===== src/dmaes_pkg.sv =====
// constants and types shared by the dma event selector files
package dmaes_pkg;
   // channel and field geometry
   localparam int unsigned DMAES_NUM_CHAN = 16;
   localparam int unsigned DMAES_NUM_SLOT = 12;
   localparam int unsigned DMAES_SLOTS_PER_WORD = 4;
   localparam int unsigned DMAES_CODE_W = 6;
   localparam int unsigned DMAES_FIELD_STRIDE = 8;
   localparam int unsigned DMAES_NUM_SRC = 16;
   // channels 8..11 are chained only and have no selector field
   localparam int unsigned DMAES_CHAIN_FIRST = 8;
   localparam int unsigned DMAES_CHAIN_GAP = 4;
   // register map, byte addresses
   localparam int unsigned DMAES_ADDR_W = 12;
   localparam logic [11:0] DMAES_OFF_LOW = 12'h000;
   localparam logic [11:0] DMAES_OFF_MID = 12'h004;
   localparam logic [11:0] DMAES_OFF_HIGH = 12'h00C;
   localparam logic [1:0] DMAES_WORD_LOW = 2'h0;
   localparam logic [1:0] DMAES_WORD_MID = 2'h1;
   localparam logic [1:0] DMAES_WORD_HIGH = 2'h2;
   localparam logic [1:0] DMAES_WORD_NONE = 2'h3;
   // selector codes of the event sources
   localparam int unsigned DMAES_CODE_HOST = 0;
   localparam int unsigned DMAES_CODE_TIMER0 = 1;
   localparam int unsigned DMAES_CODE_TIMER1 = 2;
   localparam int unsigned DMAES_CODE_MEMIF = 3;
   localparam int unsigned DMAES_CODE_GPIO4 = 4;
   localparam int unsigned DMAES_CODE_GPIO2 = 10;
   localparam int unsigned DMAES_CODE_SER0_TX = 12;
   localparam int unsigned DMAES_CODE_SER0_RX = 13;
   localparam int unsigned DMAES_CODE_SER1_TX = 14;
   localparam int unsigned DMAES_CODE_SER1_RX = 15;
   localparam int unsigned DMAES_NUM_GPIO_HI = 4;
   // types
   typedef logic [5:0] dmaes_code_t;
   typedef enum logic [1:0] {
      DMAES_ST_IDLE = 2'b01,
      DMAES_ST_ANSWER = 2'b10
   } dmaes_apb_st_t;
endpackage


===== src/dmaes_event_pick.sv =====
// one channel's event multiplexer: code in, selected event out
`timescale 1ns/1ps
module dmaes_event_pick (
   // selection
   input wire dmaes_pkg::dmaes_code_t code,
   // event sources indexed by selector code
   input wire logic [dmaes_pkg::DMAES_NUM_SRC-1:0] events,
   // selected event
   output logic hit
);
   import dmaes_pkg::*;

   // codes 16 and up select nothing; reserved low codes come in as zero
   always_comb begin
      if (code[5:4] == 2'h0) begin
         hit = events[code[3:0]];
      end else begin
         hit = 1'b0;
      end
   end
endmodule


===== src/dmaes_route.sv =====
// dma event selector: apb register bank and per-channel trigger routing
//
// The register offsets and register access over APB were decided locally.
`timescale 1ns/1ps
// Notes on behaviour
// - reserved two-bit gaps read zero, ignore writes
// - four six-bit code fields per word
// - fields number channels upward across words
// - software reads and writes every code field
// - selected source event triggers its channel
// - channel fifteen with timer-zero code follows timer
// - reset code of each field is channel number
// - codes four to seven are gpio pins 4-7
module dmaes_route (
   // clock and reset
   input wire logic clk_sys,
   input wire logic sys_rst,
   // apb slave
   input wire logic psel,
   input wire logic penable,
   input wire logic pwrite,
   input wire logic [dmaes_pkg::DMAES_ADDR_W-1:0] paddr,
   input wire logic [31:0] pwdata,
   input wire logic [3:0] pstrb,
   output logic [31:0] prdata,
   output logic pready,
   output logic pslverr,
   // peripheral event sources, one-cycle pulses
   input wire logic host_port_event,
   input wire logic timer_zero_event,
   input wire logic timer_one_event,
   input wire logic mem_if_event,
   input wire logic [dmaes_pkg::DMAES_NUM_GPIO_HI-1:0] gpio_pin_event,
   input wire logic gpio_pin2_event,
   input wire logic serial0_tx_event,
   input wire logic serial0_rx_event,
   input wire logic serial1_tx_event,
   input wire logic serial1_rx_event,
   // enhanced_dma channel triggers
   output logic [dmaes_pkg::DMAES_NUM_CHAN-1:0] channel_trigger
);
   import dmaes_pkg::*;

   // register map: three selector words at byte offsets low, mid, high;
   // the gap between mid and high belongs to the chained channels and
   // answers with an error so that a stray access is noticed by software
   //
   // bus timing: the setup cycle is taken while idle and the answer is
   // registered, so pready rises in the access cycle and falls after it;
   // the slave never stretches a transfer, so a master sees no wait state
   //
   // trade-off: registering prdata costs a flop per bit but keeps the
   // read path off the address decoder at the edge that ends the access

   // storage holds twelve fields only: the four chained channels have
   // no selector, so slots above the gap are shifted past it
   // channel served by a storage slot
   function automatic int unsigned chan_of_slot(input int unsigned s);
      chan_of_slot = (s < DMAES_CHAIN_FIRST) ? s : s + DMAES_CHAIN_GAP;
   endfunction

   // which selector word an address hits
   function automatic logic [1:0] word_of_addr(
      input logic [DMAES_ADDR_W-1:0] a);
      unique case (a)
         DMAES_OFF_LOW: word_of_addr = DMAES_WORD_LOW;
         DMAES_OFF_MID: word_of_addr = DMAES_WORD_MID;
         DMAES_OFF_HIGH: word_of_addr = DMAES_WORD_HIGH;
         default: word_of_addr = DMAES_WORD_NONE;
      endcase
   endfunction

   dmaes_code_t code_ff [DMAES_NUM_SLOT]; // channel_event_code fields
   dmaes_code_t nxt_code [DMAES_NUM_SLOT];
   // bus state: idle waits for a setup cycle, answer is the access cycle
   dmaes_apb_st_t state_ff; // bus answer state
   dmaes_apb_st_t nxt_state;
   // registered bus outputs
   logic pready_ff;
   logic nxt_pready;
   logic pslverr_ff;
   logic nxt_pslverr;
   logic [31:0] prdata_ff;
   logic [31:0] nxt_prdata;
   logic [31:0] rd_word; // assembled read value
   logic [1:0] word_sel; // decoded word
   logic [DMAES_NUM_SRC-1:0] src_vec; // events by selector code
   logic [DMAES_NUM_CHAN-1:0] hit; // selected event per channel
   logic [DMAES_NUM_CHAN-1:0] trig_ff;

   // decoded once and shared by the read path and the write path
   assign word_sel = word_of_addr(paddr);

   // a source appears once in the vector, so any number of channels
   // may pick it and all of them fire in the same cycle
   // gather sources by code; 8, 9, 11 are reserved and stay low
   always_comb begin
      src_vec = '0;
      src_vec[DMAES_CODE_HOST] = host_port_event;
      src_vec[DMAES_CODE_TIMER0] = timer_zero_event;
      src_vec[DMAES_CODE_TIMER1] = timer_one_event;
      src_vec[DMAES_CODE_MEMIF] = mem_if_event;
      for (int g = 0; g < DMAES_NUM_GPIO_HI; g++) begin
         src_vec[DMAES_CODE_GPIO4 + g] = gpio_pin_event[g];
      end
      src_vec[DMAES_CODE_GPIO2] = gpio_pin2_event;
      src_vec[DMAES_CODE_SER0_TX] = serial0_tx_event;
      src_vec[DMAES_CODE_SER0_RX] = serial0_rx_event;
      src_vec[DMAES_CODE_SER1_TX] = serial1_tx_event;
      src_vec[DMAES_CODE_SER1_RX] = serial1_rx_event;
   end

   // unmapped address reads as zero
   // read word: fields in low bits of each byte, gaps zero
   always_comb begin
      int unsigned s;
      rd_word = '0;
      s = 0;
      if (word_sel != DMAES_WORD_NONE) begin
         for (int j = 0; j < DMAES_SLOTS_PER_WORD; j++) begin
            s = int'(word_sel) * DMAES_SLOTS_PER_WORD + j;
            rd_word[j*DMAES_FIELD_STRIDE +: DMAES_CODE_W] = code_ff[s];
         end
      end
   end

   // bus answer and field writes
   // a write lands only at the edge that ends the access cycle; if the
   // master drops psel early the write is lost rather than half applied
   // bytes with a clear strobe keep their old field
   always_comb begin
      int unsigned s;
      s = 0;
      nxt_code = code_ff;
      nxt_state = state_ff;
      nxt_pready = 1'b0;
      nxt_pslverr = 1'b0;
      nxt_prdata = prdata_ff;
      unique case (state_ff)
         DMAES_ST_IDLE: begin
            // setup phase: prepare the answer for the access cycle
            if (psel && !penable) begin
               nxt_state = DMAES_ST_ANSWER;
               nxt_pready = 1'b1;
               // unmapped address: error now, write ignored later
               nxt_pslverr = (word_sel == DMAES_WORD_NONE);
               nxt_prdata = pwrite ? 32'h0000_0000 : rd_word;
            end
         end
         DMAES_ST_ANSWER: begin
            // access completes at this edge; write lands here only
            nxt_state = DMAES_ST_IDLE;
            nxt_prdata = 32'h0000_0000;
            if (psel && penable && pwrite &&
                word_sel != DMAES_WORD_NONE) begin
               for (int j = 0; j < DMAES_SLOTS_PER_WORD; j++) begin
                  s = int'(word_sel) * DMAES_SLOTS_PER_WORD + j;
                  // only the six code bits are stored; gaps dropped
                  if (pstrb[j]) begin
                     nxt_code[s] =
                        pwdata[j*DMAES_FIELD_STRIDE +: DMAES_CODE_W];
                  end
               end
            end
         end
      endcase
   end

   // register stage for bus and fields
   always_ff @(posedge clk_sys or posedge sys_rst) begin
      if (sys_rst) begin
         // bus idle, no answer pending
         state_ff <= DMAES_ST_IDLE;
         pready_ff <= 1'b0;
         pslverr_ff <= 1'b0;
         prdata_ff <= 32'h0000_0000;
         for (int s = 0; s < DMAES_NUM_SLOT; s++) begin
            code_ff[s] <= dmaes_code_t'(chan_of_slot(s));
         end
      end else begin
         // plain copy of the next values
         state_ff <= nxt_state;
         pready_ff <= nxt_pready;
         pslverr_ff <= nxt_pslverr;
         prdata_ff <= nxt_prdata;
         code_ff <= nxt_code;
      end
   end

   // per-channel multiplexers; chained channels have no selector
   for (genvar c = 0; c < DMAES_NUM_CHAN; c++) begin : g_chan
      if (c >= DMAES_CHAIN_FIRST &&
          c < DMAES_CHAIN_FIRST + DMAES_CHAIN_GAP) begin : g_chain
         assign hit[c] = 1'b0;
      end else begin : g_pick
         // slot of this channel, skipping the chained gap
         localparam int unsigned SLOT =
            (c < DMAES_CHAIN_FIRST) ? c : c - DMAES_CHAIN_GAP;
         dmaes_event_pick u_pick (
            .code(code_ff[SLOT]),
            .events(src_vec),
            .hit(hit[c])
         );
      end
   end

   // limitation: a source held high for several cycles gives a trigger
   // of the same length; the controller is expected to count edges
   // one cycle of latency keeps outputs registered; pulse width kept
   always_ff @(posedge clk_sys or posedge sys_rst) begin
      if (sys_rst) begin
         // no trigger may leak out of reset
         trig_ff <= '0;
      end else begin
         trig_ff <= hit;
      end
   end

   // outputs straight from their flops
   assign prdata = prdata_ff;
   assign pready = pready_ff;
   assign pslverr = pslverr_ff;
   assign channel_trigger = trig_ff;
endmodule

===== config.mk =====
export PLATFORM = sky130hd
export DESIGN_NAME = dmaes_route
export DESIGN_NICKNAME = d
export VERILOG_FILES = /design/src/dmaes_pkg.sv /design/src/dmaes_event_pick.sv /design/src/dmaes_route.sv
export SDC_FILE = /design/constraint.sdc
export NUM_CORES = 1
export LEC_CHECK = 0
export BUFFER_PORTS_ARGS = -buffer_cell sky130_fd_sc_hd__buf_2
export CELL_PAD_IN_SITES_DETAIL_PLACEMENT = 1
export CELL_PAD_IN_SITES_GLOBAL_PLACEMENT = 1
export CORE_MARGIN = 4
export CORE_UTILIZATION = 48
export DETAILED_ROUTE_END_ITERATION = 6
export PLACE_DENSITY_LB_ADDON = 0.1
export RECOVER_POWER = 25
export SETUP_SLACK_MARGIN = 0.2
export SLEW_MARGIN = 20
export SYNTH_ARGS = -nofsm -noshare
export SYNTH_HDL_FRONTEND = slang
export SYNTH_SLANG_ARGS = --single-unit

===== constraint.sdc =====
create_clock -name clk_sys -period 10.5 [get_ports clk_sys]
set_clock_uncertainty 0.15 [all_clocks]
set_input_delay 2.1 -clock clk_sys [delete_from_list [all_inputs] [get_ports clk_sys]]
set_output_delay 2.1 -clock clk_sys [all_outputs]
set_load 0.05 [all_outputs]

==> impl_results.md, run 1 <==
* Status: finished, violations left
* Failing checks: capacitance limit, slew limit
* P per Cell Area at 131 nW/um^2
* TritonRoute pass-1 iters at 5
* Mapped cell area at 6190 um^2
* Fin util at 0.561
* GRT Total Usage at 0.255
* CP delay by family, top: buffers and inverters
* Critical path data arrival time at 4.45 ns
* Worst-case reg-to-reg path depth at 6
* Die Span Y at 122 um
* Detailed Route Iter0 Violations at 315
* Tmin final at 4.51 ns
* WL per Instance at 23.7 um
* Slew margin rel. at -0.294
* Cell Chain, Critical Path: buf_2, clkinvlp_2, clkbuf_1
* Via density at 6.23
* Routability Congestion at 0.814
* Distinct cells, synth at 40
* Clock sinks at 112
* Req. time, crit path at 10.44 ns
* Via count at 4,721
* Maximum vdd ir drop at 67.6 uV
* Setup TNS at 0 ns
* Hold path cells at 2
* Die area at 14,800 um^2
* Least-Margin Pin Slew at 1.94 ns
* Total grt overflow at 0
* Mean Syn Cell Area at 12.2 um^2
* Clock latency on the worst-skew pair at 0.35 ns
* Leakage at 0.00312 uW
* Warnings from Yosys at 0
* PostCTS Resize Cnt at 0
* Worst Setup End Kind: async pin
* H-tree depth at 3
* Setup bufs post-CTS at 0
* Area Overhead vs Synth at 14.3%
* # Max-Cap Violations at 1
* # DRC at 0
* HP Start: prdata[10]$_DFFE_PP0P_
* Setup Crit Path Kind: in -> async
* WHS Endpoint: prdata[10]$_DFFE_PP0P_
* Longest Clk Path Bufs at 2
* Starting Density at 0.491
* Syn Inst Count at 509
* TritonCTS Buffers at 9
* Initial antenna violation count at 0
* Hpwl dp at 12,600 um
* Crit start category: primary input
* FF-to-FF Start: state_ff[0]$_DFFE_PP1P_
* Area contributors post-synth: dfrtp_1 35%, mux2_2 13%, mux4_2 13%
* Largest stage delay on the critical path at 1.46 ns
* Crit path buffers/inverters at 3
* Fillcell total at 1,358
* Synth area leader: dfrtp_1
* Worst hold-check path type: reg -> reg
* Number of synthesized flops with an enable pin at 0
* Pin count of the biggest net entering global routing at 82
* R2R Path End: prdata[24]$_DFFE_PP0P_
* Number of global-route vias before repair at 4,930
* Reg clk slew, reported paths at 0.07 ns
* Drt total wl at 18,000 um
* CTS tree: done
* F_max at 0.222 GHz
* Pins Over Slew Limit at 35
* Final period util at 0.430
* Final nets at 647
* PortBufs at 95
* Post-CTS Hold Fix Bufs at 0
* Root buffer cell: clkbuf_16
* Top-area cell type share of the netlist area at 0.352
* I/O pin cnt at 116
* Final Setup Violations at 0
* Flop-to-flop setup slack at 7.85 ns
* Core Region at 12,600 um^2
* Crit Path Max Fanout at 35
* Top-count cell post-synth: dfrtp_1
* Synth Register Bits at 112
* Hold Fails Final Rpt at 0
* Layout cell share with drive strength beyond 1 at 0.454
* RSZ-0062 raised after global routing: false
* Critical path's slowest cell: clkbuf_1
* Antenna-violating nets left at 0
* Sequential area share after synthesis at 0.458
* Die Span X at 122 um
* Most common flop cell mapped by yosys: dfrtp_1
* WP depth at 3
* Row count at 41
* Top cells by count, synth: 87 x dfrtp_1, 72 x mux2_2, 45 x o21ai_0
* Number of antenna diodes at 0
* Asr flop ratio synth at 1.00
* First-pass GRT wire length at 28,300 um
[cell type report]
class                   instances  area, um^2  share of cell area
inverters                      22        83.8              0.0118
clock inverters                 5        81.3              0.0115
multi-input cells             336        3110               0.439
well taps                     172         215              0.0304
repair buffers                100         524              0.0741
clock buffers                  11         233              0.0329
flip-flops and latches        112        2830               0.400
[how the worst max path moves through the flow]
stage                   from                           end
finish               sys_rst       code_ff[56]$_DFFE_PP0P_
global route         sys_rst       code_ff[33]$_DFFE_PP0P_
CTS                 paddr[3]        prdata[24]$_DFFE_PP0P_
detailed placement  paddr[3]        prdata[24]$_DFFE_PP0P_
global placement    paddr[3]        prdata[20]$_DFFE_PP0P_
floorplan            sys_rst  channel_trigger[0]$_DFF_PP0_
[registers in the layout, indices dropped and copies added (netlist names)]
register	flops
code_ff	72
prdata	24
channel_trigger	12
state_ff	2
pready	1
pslverr	1
[report_power, final]
part / internal (uW) / switching, uW / total [uW] / leakage (uW)
Combinational: 34.8 / 85.4 / 120 / 0.00153
Sequential: 440 / 3.14 / 444 / 0.00144
Clock: 209 / 157 / 366 / 0.000150
[layout by cell type (no fill, tap or decap), drive strengths merged, types with 6 or more instances in the layout]
master   Yosys  layout
buf         16      97
nand2       33      33
a32o        11      11
dfstp       25      25
conb         1      12
mux2        72      72
mux4        36      36
a211oi      10      10
clkbuf      34      14
a2111oi     12      12
dfrtp       87      87
inv         22      21
nor2        17      17
mux2i       18      18
nand4        6       6
o21ai       55      55
a21oi       13      13
nor3         7       7
[layer usage]
metal / track usage / wire, um / vias up / share of wire
met2: 0.400 / 8480 / 233 / 0.47
li1: - / - / 2034 / -
met3: 0.0483 / 1510 / 26 / 0.084
met4: 0.0868 / 367 / 0 / 0.020
met1: 0.359 / 7610 / 2428 / 0.42
met5: 0 / 0 / - / 0
[tightest hold or removal path, delay by kind of cell (launching register included)]
family / cells / cell delay (ns)
flip-flops: 1 / 0.34
AND/OR/NAND/NOR: 1 / 0.06
AO/OA/AOI/OAI: 1 / 0.05
[through the flow]
step | cells | setup slack, ns | cell area, um^2 | power, uW | hold WS (ns)
after floorplan | 520 | 5.33 | 6230 | 529 | 0.274
after global placement | 741 | 5.98 | 6750 | 568 | 0.307
after detailed placement | 741 | 5.94 | 6750 | 571 | 0.313
after CTS | 757 | 6.30 | 7060 | 939 | 0.330
after global routing | 758 | 5.50 | 7080 | 968 | 0.354
final | 758 | 5.99 | 7080 | 930 | 0.325
[cell families after synthesis]
group	count (synthesis)	synth area share
AOI/OAI and AO/OA	108	0.118
and+or+nand+nor	90	0.0804
buffers and inverters	72	0.0525
other	1	0.000605
muxes	126	0.291
DFF	112	0.458
Power figures use the tool's default switching activity.
==> inputs of run 2 (changes only) <==
--- a/config.mk
+++ b/config.mk
@@ -9,7 +9,7 @@
 export CELL_PAD_IN_SITES_DETAIL_PLACEMENT = 1
 export CELL_PAD_IN_SITES_GLOBAL_PLACEMENT = 1
 export CORE_MARGIN = 4
-export CORE_UTILIZATION = 48
+export CORE_UTILIZATION = 40
 export DETAILED_ROUTE_END_ITERATION = 6
 export PLACE_DENSITY_LB_ADDON = 0.1
 export RECOVER_POWER = 25
==> constraint.sdc (replaced) <==
create_clock -name clk_sys -period 4 [get_ports clk_sys]
set_clock_uncertainty 0.15 [all_clocks]
set_input_delay 0.8 -clock clk_sys [delete_from_list [all_inputs] [get_ports clk_sys]]
set_output_delay 0.8 -clock clk_sys [all_outputs]
set_load 0.05 [all_outputs]
==> run 2 against run 1 <==
Effect of this change:
- the flow still finishes with violations (capacitance limit, slew limit)
- largest cell class unchanged
- combinational power rose to 2.7 times the previous value
- cell area rose by 0.28%
- clock power rose to 2.6 times the previous value
- power rose to 2.6 times the previous value
- first-iteration DRC count rose by 32%
- critical endpoint is now prdata[16]$_DFFE_PP0P_
- wire length rose by 4.1%
- non-clock buffer count rose by 3
- via count fell by 2.7%
==> impl_results.md, run 2 (synthesis results as in run 1) <==
* Status: finished, violations left
* Failing checks: capacitance limit, slew limit
* Detailed Route Iter0 Violations at 417
* Setup slack after layout at 1.32 ns
* TritonCTS Buffers at 9
* Crit Path Max Fanout at 6
* Commonest non-fill, non-tap cell in the layout: buf_2
* Worst hold-check path type: reg -> reg
* Flop-to-flop setup slack at 1.73 ns
* Setup Crit Path Kind: in -> reg
* I/O pin cnt at 116
* Reg clk slew, reported paths at 0.07 ns
* Met3 Track Usage GR at 0.0433
* Largest stage delay on the critical path at 0.70 ns
* Slew margin rel. at -0.228
* Drt total wl at 18,700 um
* Crit start category: primary input
* Longest Clk Path Bufs at 2
* Least-Margin Pin Slew at 1.84 ns
* Largest register FFs at 72
* Hpwl dp at 13,300 um
* R2R Path End: prdata[16]$_DFFE_PP0P_
* Hold path cells at 2
* PostCTS Resize Cnt at 0
* F_max at 0.373 GHz
* # Max-Cap Violations at 1
* Worst-case reg-to-reg path depth at 5
* Row count at 45
* WL per Instance at 24.1 um
* Pins Over Slew Limit at 74
* PortBufs at 95
* Via density at 5.91
* Pin count of the biggest net entering global routing at 74
* Die Span X at 132 um
* Tmin final at 2.68 ns
* Layout cell share with drive strength beyond 1 at 0.463
* Clock latency on the worst-skew pair at 0.36 ns
* Final nets at 650
* Setup bufs post-CTS at 0
* Setup TNS at 0 ns
* Critical path's slowest cell: nor4_2
* Routability Congestion at 0.834
* Met2 Usage GRT at 0.341
* Die Span Y at 132 um
* CTS tree: done
* RSZ-0062 raised after global routing: false
* Final Setup Violations at 0
* DP Worst Slack at 0.921 ns
* Leakage at 0.00313 uW
* HP Start: prdata[10]$_DFFE_PP0P_
* # DRC at 0
* Post-CTS Hold Fix Bufs at 0
* Area after DPL at 6800 um^2
* Total grt overflow at 0
* P per Cell Area at 346 nW/um^2
* Global routing's busiest layer: met2
* GRT Total Usage at 0.217
* Number of global-route vias before repair at 4,936
* Core Region at 15,200 um^2
* WHS Endpoint: prdata[10]$_DFFE_PP0P_
* Critical path data arrival time at 2.82 ns
* Maximum vdd ir drop at 184 uV
* Hold Fails Final Rpt at 0
* Die area at 17,500 um^2
* Root buffer cell: clkbuf_16
* H-tree depth at 3
* Via count at 4,592
* Cell Chain, Critical Path: buf_2, nor4_4, o2111ai_2, nor4_2, buf_4, a32o_1
* Req. time, crit path at 4.14 ns
* Clock sinks at 112
* Worst Setup End Kind: flip-flop
* Grt met1 use at 0.307
* Starting Density at 0.407
* TritonRoute pass-1 iters at 4
* FF-to-FF Start: state_ff[0]$_DFFE_PP1P_
* Area Overhead vs Synth at 14.6%
* Reg with most FFs: code_ff
* Antenna-violating nets left at 0
* Final period util at 0.670
* First-pass GRT wire length at 29,200 um
* Initial antenna violation count at 0
* Most frequent cells in the layout: 95 x buf_2, 87 x dfrtp_1, 72 x mux2_2
* Number of antenna diodes at 0
* Final instance area at 7100 um^2
[run 2: area by class of cell]
| class | instances | area, um^2 |
|---|---|---|
| Fill cell | 1631 | 8100 |
| Multi-Input combinational cell | 336 | 3100 |
| Sequential cell | 112 | 2830 |
| Timing Repair Buffer | 103 | 533 |
| Tap cell | 188 | 235 |
| Clock buffer | 10 | 229 |
| Clock inverter | 6 | 85.1 |
| Inverter | 22 | 83.8 |
[run 2: worst max path at each step]
stage                                         to  startpoint  slack (ns)
after CTS                 prdata[16]$_DFFE_PP0P_    paddr[9]        1.29
after floorplan           prdata[19]$_DFFE_PP0P_    paddr[9]        1.58
after global placement    prdata[24]$_DFFE_PP0P_    paddr[9]        0.97
after detailed placement  prdata[16]$_DFFE_PP0P_    paddr[9]        0.92
final                     prdata[16]$_DFFE_PP0P_    paddr[9]        1.32
after global routing      prdata[16]$_DFFE_PP0P_    paddr[9]        1.14
[run 2: power breakdown]
| part | internal, uW | total [uW] | switching (uW) | leakage, uW |
|---|---|---|---|---|
| Combinational | 92.3 | 322 | 230 | 0.00154 |
| Sequential | 1160 | 1170 | 9.33 | 0.00144 |
| Clock | 548 | 969 | 421 | 0.000148 |
| Total | 1800 | 2460 | 660 | 0.00313 |
[run 2: layer usage]
| layer | wire length [um] | vias up |
|---|---|---|
| met2 | 8770 | 191 |
| met4 | 272 | 0 |
| met5 | 0 | - |
| met1 | 7960 | 2353 |
| met3 | 1690 | 16 |
| li1 | - | 2032 |
[run 2: critical path: cells and delay by family]
family,cells,cell delay [ns]
and+or+nand+nor,2,1.13
AOI/OAI and AO/OA,2,0.47
buffers and inverters,2,0.41
[run 2: per-stage QoR]
step / utilization / hold slack (ns) / total power [uW] / instances
2_1_floorplan: - / 0.274 / 1390 / 520
3_3_place_gp: 0.447 / 0.306 / 1500 / 761
3_5_place_dp: 0.447 / 0.314 / 1510 / 761
4_1_cts: 0.468 / 0.331 / 2490 / 777
5_1_grt: 0.467 / 0.345 / 2550 / 777
6_report: 0.467 / 0.327 / 2460 / 777
==> inputs of run 3 (changes only) <==
--- a/config.mk
+++ b/config.mk
@@ -9,7 +9,7 @@
 export CELL_PAD_IN_SITES_DETAIL_PLACEMENT = 1
 export CELL_PAD_IN_SITES_GLOBAL_PLACEMENT = 1
 export CORE_MARGIN = 4
-export CORE_UTILIZATION = 40
+export CORE_UTILIZATION = 45
 export DETAILED_ROUTE_END_ITERATION = 6
 export PLACE_DENSITY_LB_ADDON = 0.1
 export RECOVER_POWER = 25
==> constraint.sdc (replaced) <==
create_clock -name clk_sys -period 2.8 [get_ports clk_sys]
set_clock_uncertainty 0.15 [all_clocks]
set_input_delay 0.56 -clock clk_sys [delete_from_list [all_inputs] [get_ports clk_sys]]
set_output_delay 0.56 -clock clk_sys [all_outputs]
set_load 0.05 [all_outputs]
==> run 3 against run 2 <==
Effect of this change:
- the run still ends with capacitance limit, slew limit left
- setup slack worse by 0.67 ns
- via count is 3.5% higher
- final cell count is 0.39% lower
- die area down 10%
- count of clock-buffer cells in the layout is 2 higher
- critical endpoint is now code_ff[69]$_DFFE_PP0P_
- critical path type unchanged
- global-route usage grew 2.8 points
- highest routed layer unchanged
==> impl_results.md, run 3 (synthesis results as in run 1) <==
* Status: finished, violations left
* Failing checks: capacitance limit, slew limit
* Leakage at 0.00320 uW
* Internal at 2680 uW
* Area after DPL at 6860 um^2
* Root buffer cell: clkbuf_16
* Longest Clk Path Bufs at 2
* First-pass GRT wire length at 29,700 um
* Core Region at 13,300 um^2
* Switching share of power at 0.258
* Clk network pwr share at 0.412
* Drt total wl at 18,900 um
* Critical path data arrival time at 2.25 ns
* Final period util at 0.769
* GRT Total Usage at 0.246
* Layout cell share with drive strength beyond 1 at 0.468
* Antenna-violating nets left at 0
* Logic gate share of total power at 0.127
* Setup TNS at 0 ns
* P per Cell Area at 503 nW/um^2
* Area Overhead vs Synth at 16.0%
* Final cell count without fillers at 774
* Worst-case reg-to-reg path depth at 4
* Fin util at 0.538
* Setup bufs post-CTS at 0
* TritonRoute pass-1 iters at 4
* PostCTS Resize Cnt at 0
* Die area at 15,700 um^2
* Maximum vdd ir drop at 261 uV
* Number of antenna diodes at 0
* PortBufs at 95
* Net load switching power at 932 uW
* H-tree depth at 3
* Pins Over Slew Limit at 113
* Final instance area at 7180 um^2
* Commonest non-fill, non-tap cell in the layout: buf_2
* Pin count of the biggest net entering global routing at 113
* Reg with most FFs: code_ff
* Tmin final at 2.15 ns
* Routability Congestion at 0.829
* I/O pin cnt at 116
* Hold Fails Final Rpt at 0
* Number of global-route vias before repair at 5,020
* RSZ-0062 raised after global routing: false
* Die Span Y at 125 um
* # placed instances at 759
* Row count at 42
* WHS at 0.244 ns
* TritonCTS Buffers at 9
* Worst Setup End Kind: flip-flop
* Final Setup Violations at 0
* Via count at 4,751
* Final nets at 660
* Crit Path Max Fanout at 6
* Hpwl dp at 13,300 um
* Setup Crit Path Kind: in -> reg
* Post-CTS Hold Fix Bufs at 0
* Clock sinks at 112
* Via density at 6.14
* Least-Margin Pin Slew at 1.52 ns
* Worst hold-check path type: in -> reg
* Clock latency on the worst-skew pair at 0.36 ns
* CTS tree: done
* Register share of total power at 0.461
* WL per Instance at 24.4 um
* Slew margin rel. at -0.0133
* Die Span X at 125 um
* Detailed Route Iter0 Violations at 311
* Reg clk slew, reported paths at 0.07 ns
* Req. time, crit path at 2.89 ns
* Initial antenna violation count at 0
* Hold path cells at 2
* Crit start category: primary input
* Most frequent cells in the layout: 94 x buf_2, 87 x dfrtp_1, 72 x mux2_2
* F_max at 0.464 GHz
* # DRC at 0
* Total grt overflow at 0
* Largest register FFs at 72
* Starting Density at 0.464
* # Max-Cap Violations at 1
run 3: cell count changes in the layout (fill, tap and decap cells not counted), sizes merged:
cell      before  now
buf          102  111
clkbuf        11   14
clkinv         2    0
clkinvlp       3    1
bufinv         2    3
run 3: worst paths after layout:
kind | start | endpoint | slack [ns]
max | paddr[5] | code_ff[69]$_DFFE_PP0P_ | 0.65
min | penable | pready$_DFF_PP0_ | 0.24
max reg2reg | state_ff[0]$_DFFE_PP1P_ | code_ff[69]$_DFFE_PP0P_ | 0.71
min reg2reg | prdata[10]$_DFFE_PP0P_ | prdata[10]$_DFFE_PP0P_ | 0.33
max in group asynchronous | sys_rst | code_ff[17]$_DFFE_PP0P_ | 0.95
min in group asynchronous | sys_rst | code_ff[18]$_DFFE_PP0P_ | 0.60
run 3: power groups by stage:
stage          clock network (uW)  registers, uW  logic, uW
3_3_place_gp                    0           1690        447
4_1_cts                      1520           1670        461
3_5_place_dp                    0           1700        458
6_report                     1490           1670        459
5_1_grt                      1600           1670        490
2_1_floorplan                   0           1740        248
run 3: area by class of cell:
| class | count | area, um^2 |
|---|---|---|
| fillers | 1400 | 6160 |
| multi-input cells | 336 | 3100 |
| flip-flops and latches | 112 | 2830 |
| repair buffers | 113 | 609 |
| clock buffers | 12 | 246 |
| well taps | 176 | 220 |
| clock inverters | 3 | 90.1 |
| inverters | 22 | 86.3 |
run 3: through the flow:
step	worst slack, ns	power (uW)
6_report	0.646	3610
5_1_grt	0.572	3760
4_1_cts	0.651	3650
3_5_place_dp	0.280	2150
3_3_place_gp	0.302	2140
2_1_floorplan	0.623	1980
run 3: critical path: stages:
cell     delay [ns]
buf_2          0.13
nor4_4         0.42
and4b_1        0.32
and3_1         0.43
mux2_2         0.38
run 3: layer usage:
metal  vias up  GRT usage  share of wire
li1       2055          -              -
met1      2446      0.339           0.42
met2       221      0.391           0.48
met3        29     0.0610          0.078
met4         0     0.0663          0.018
met5         -          0              0
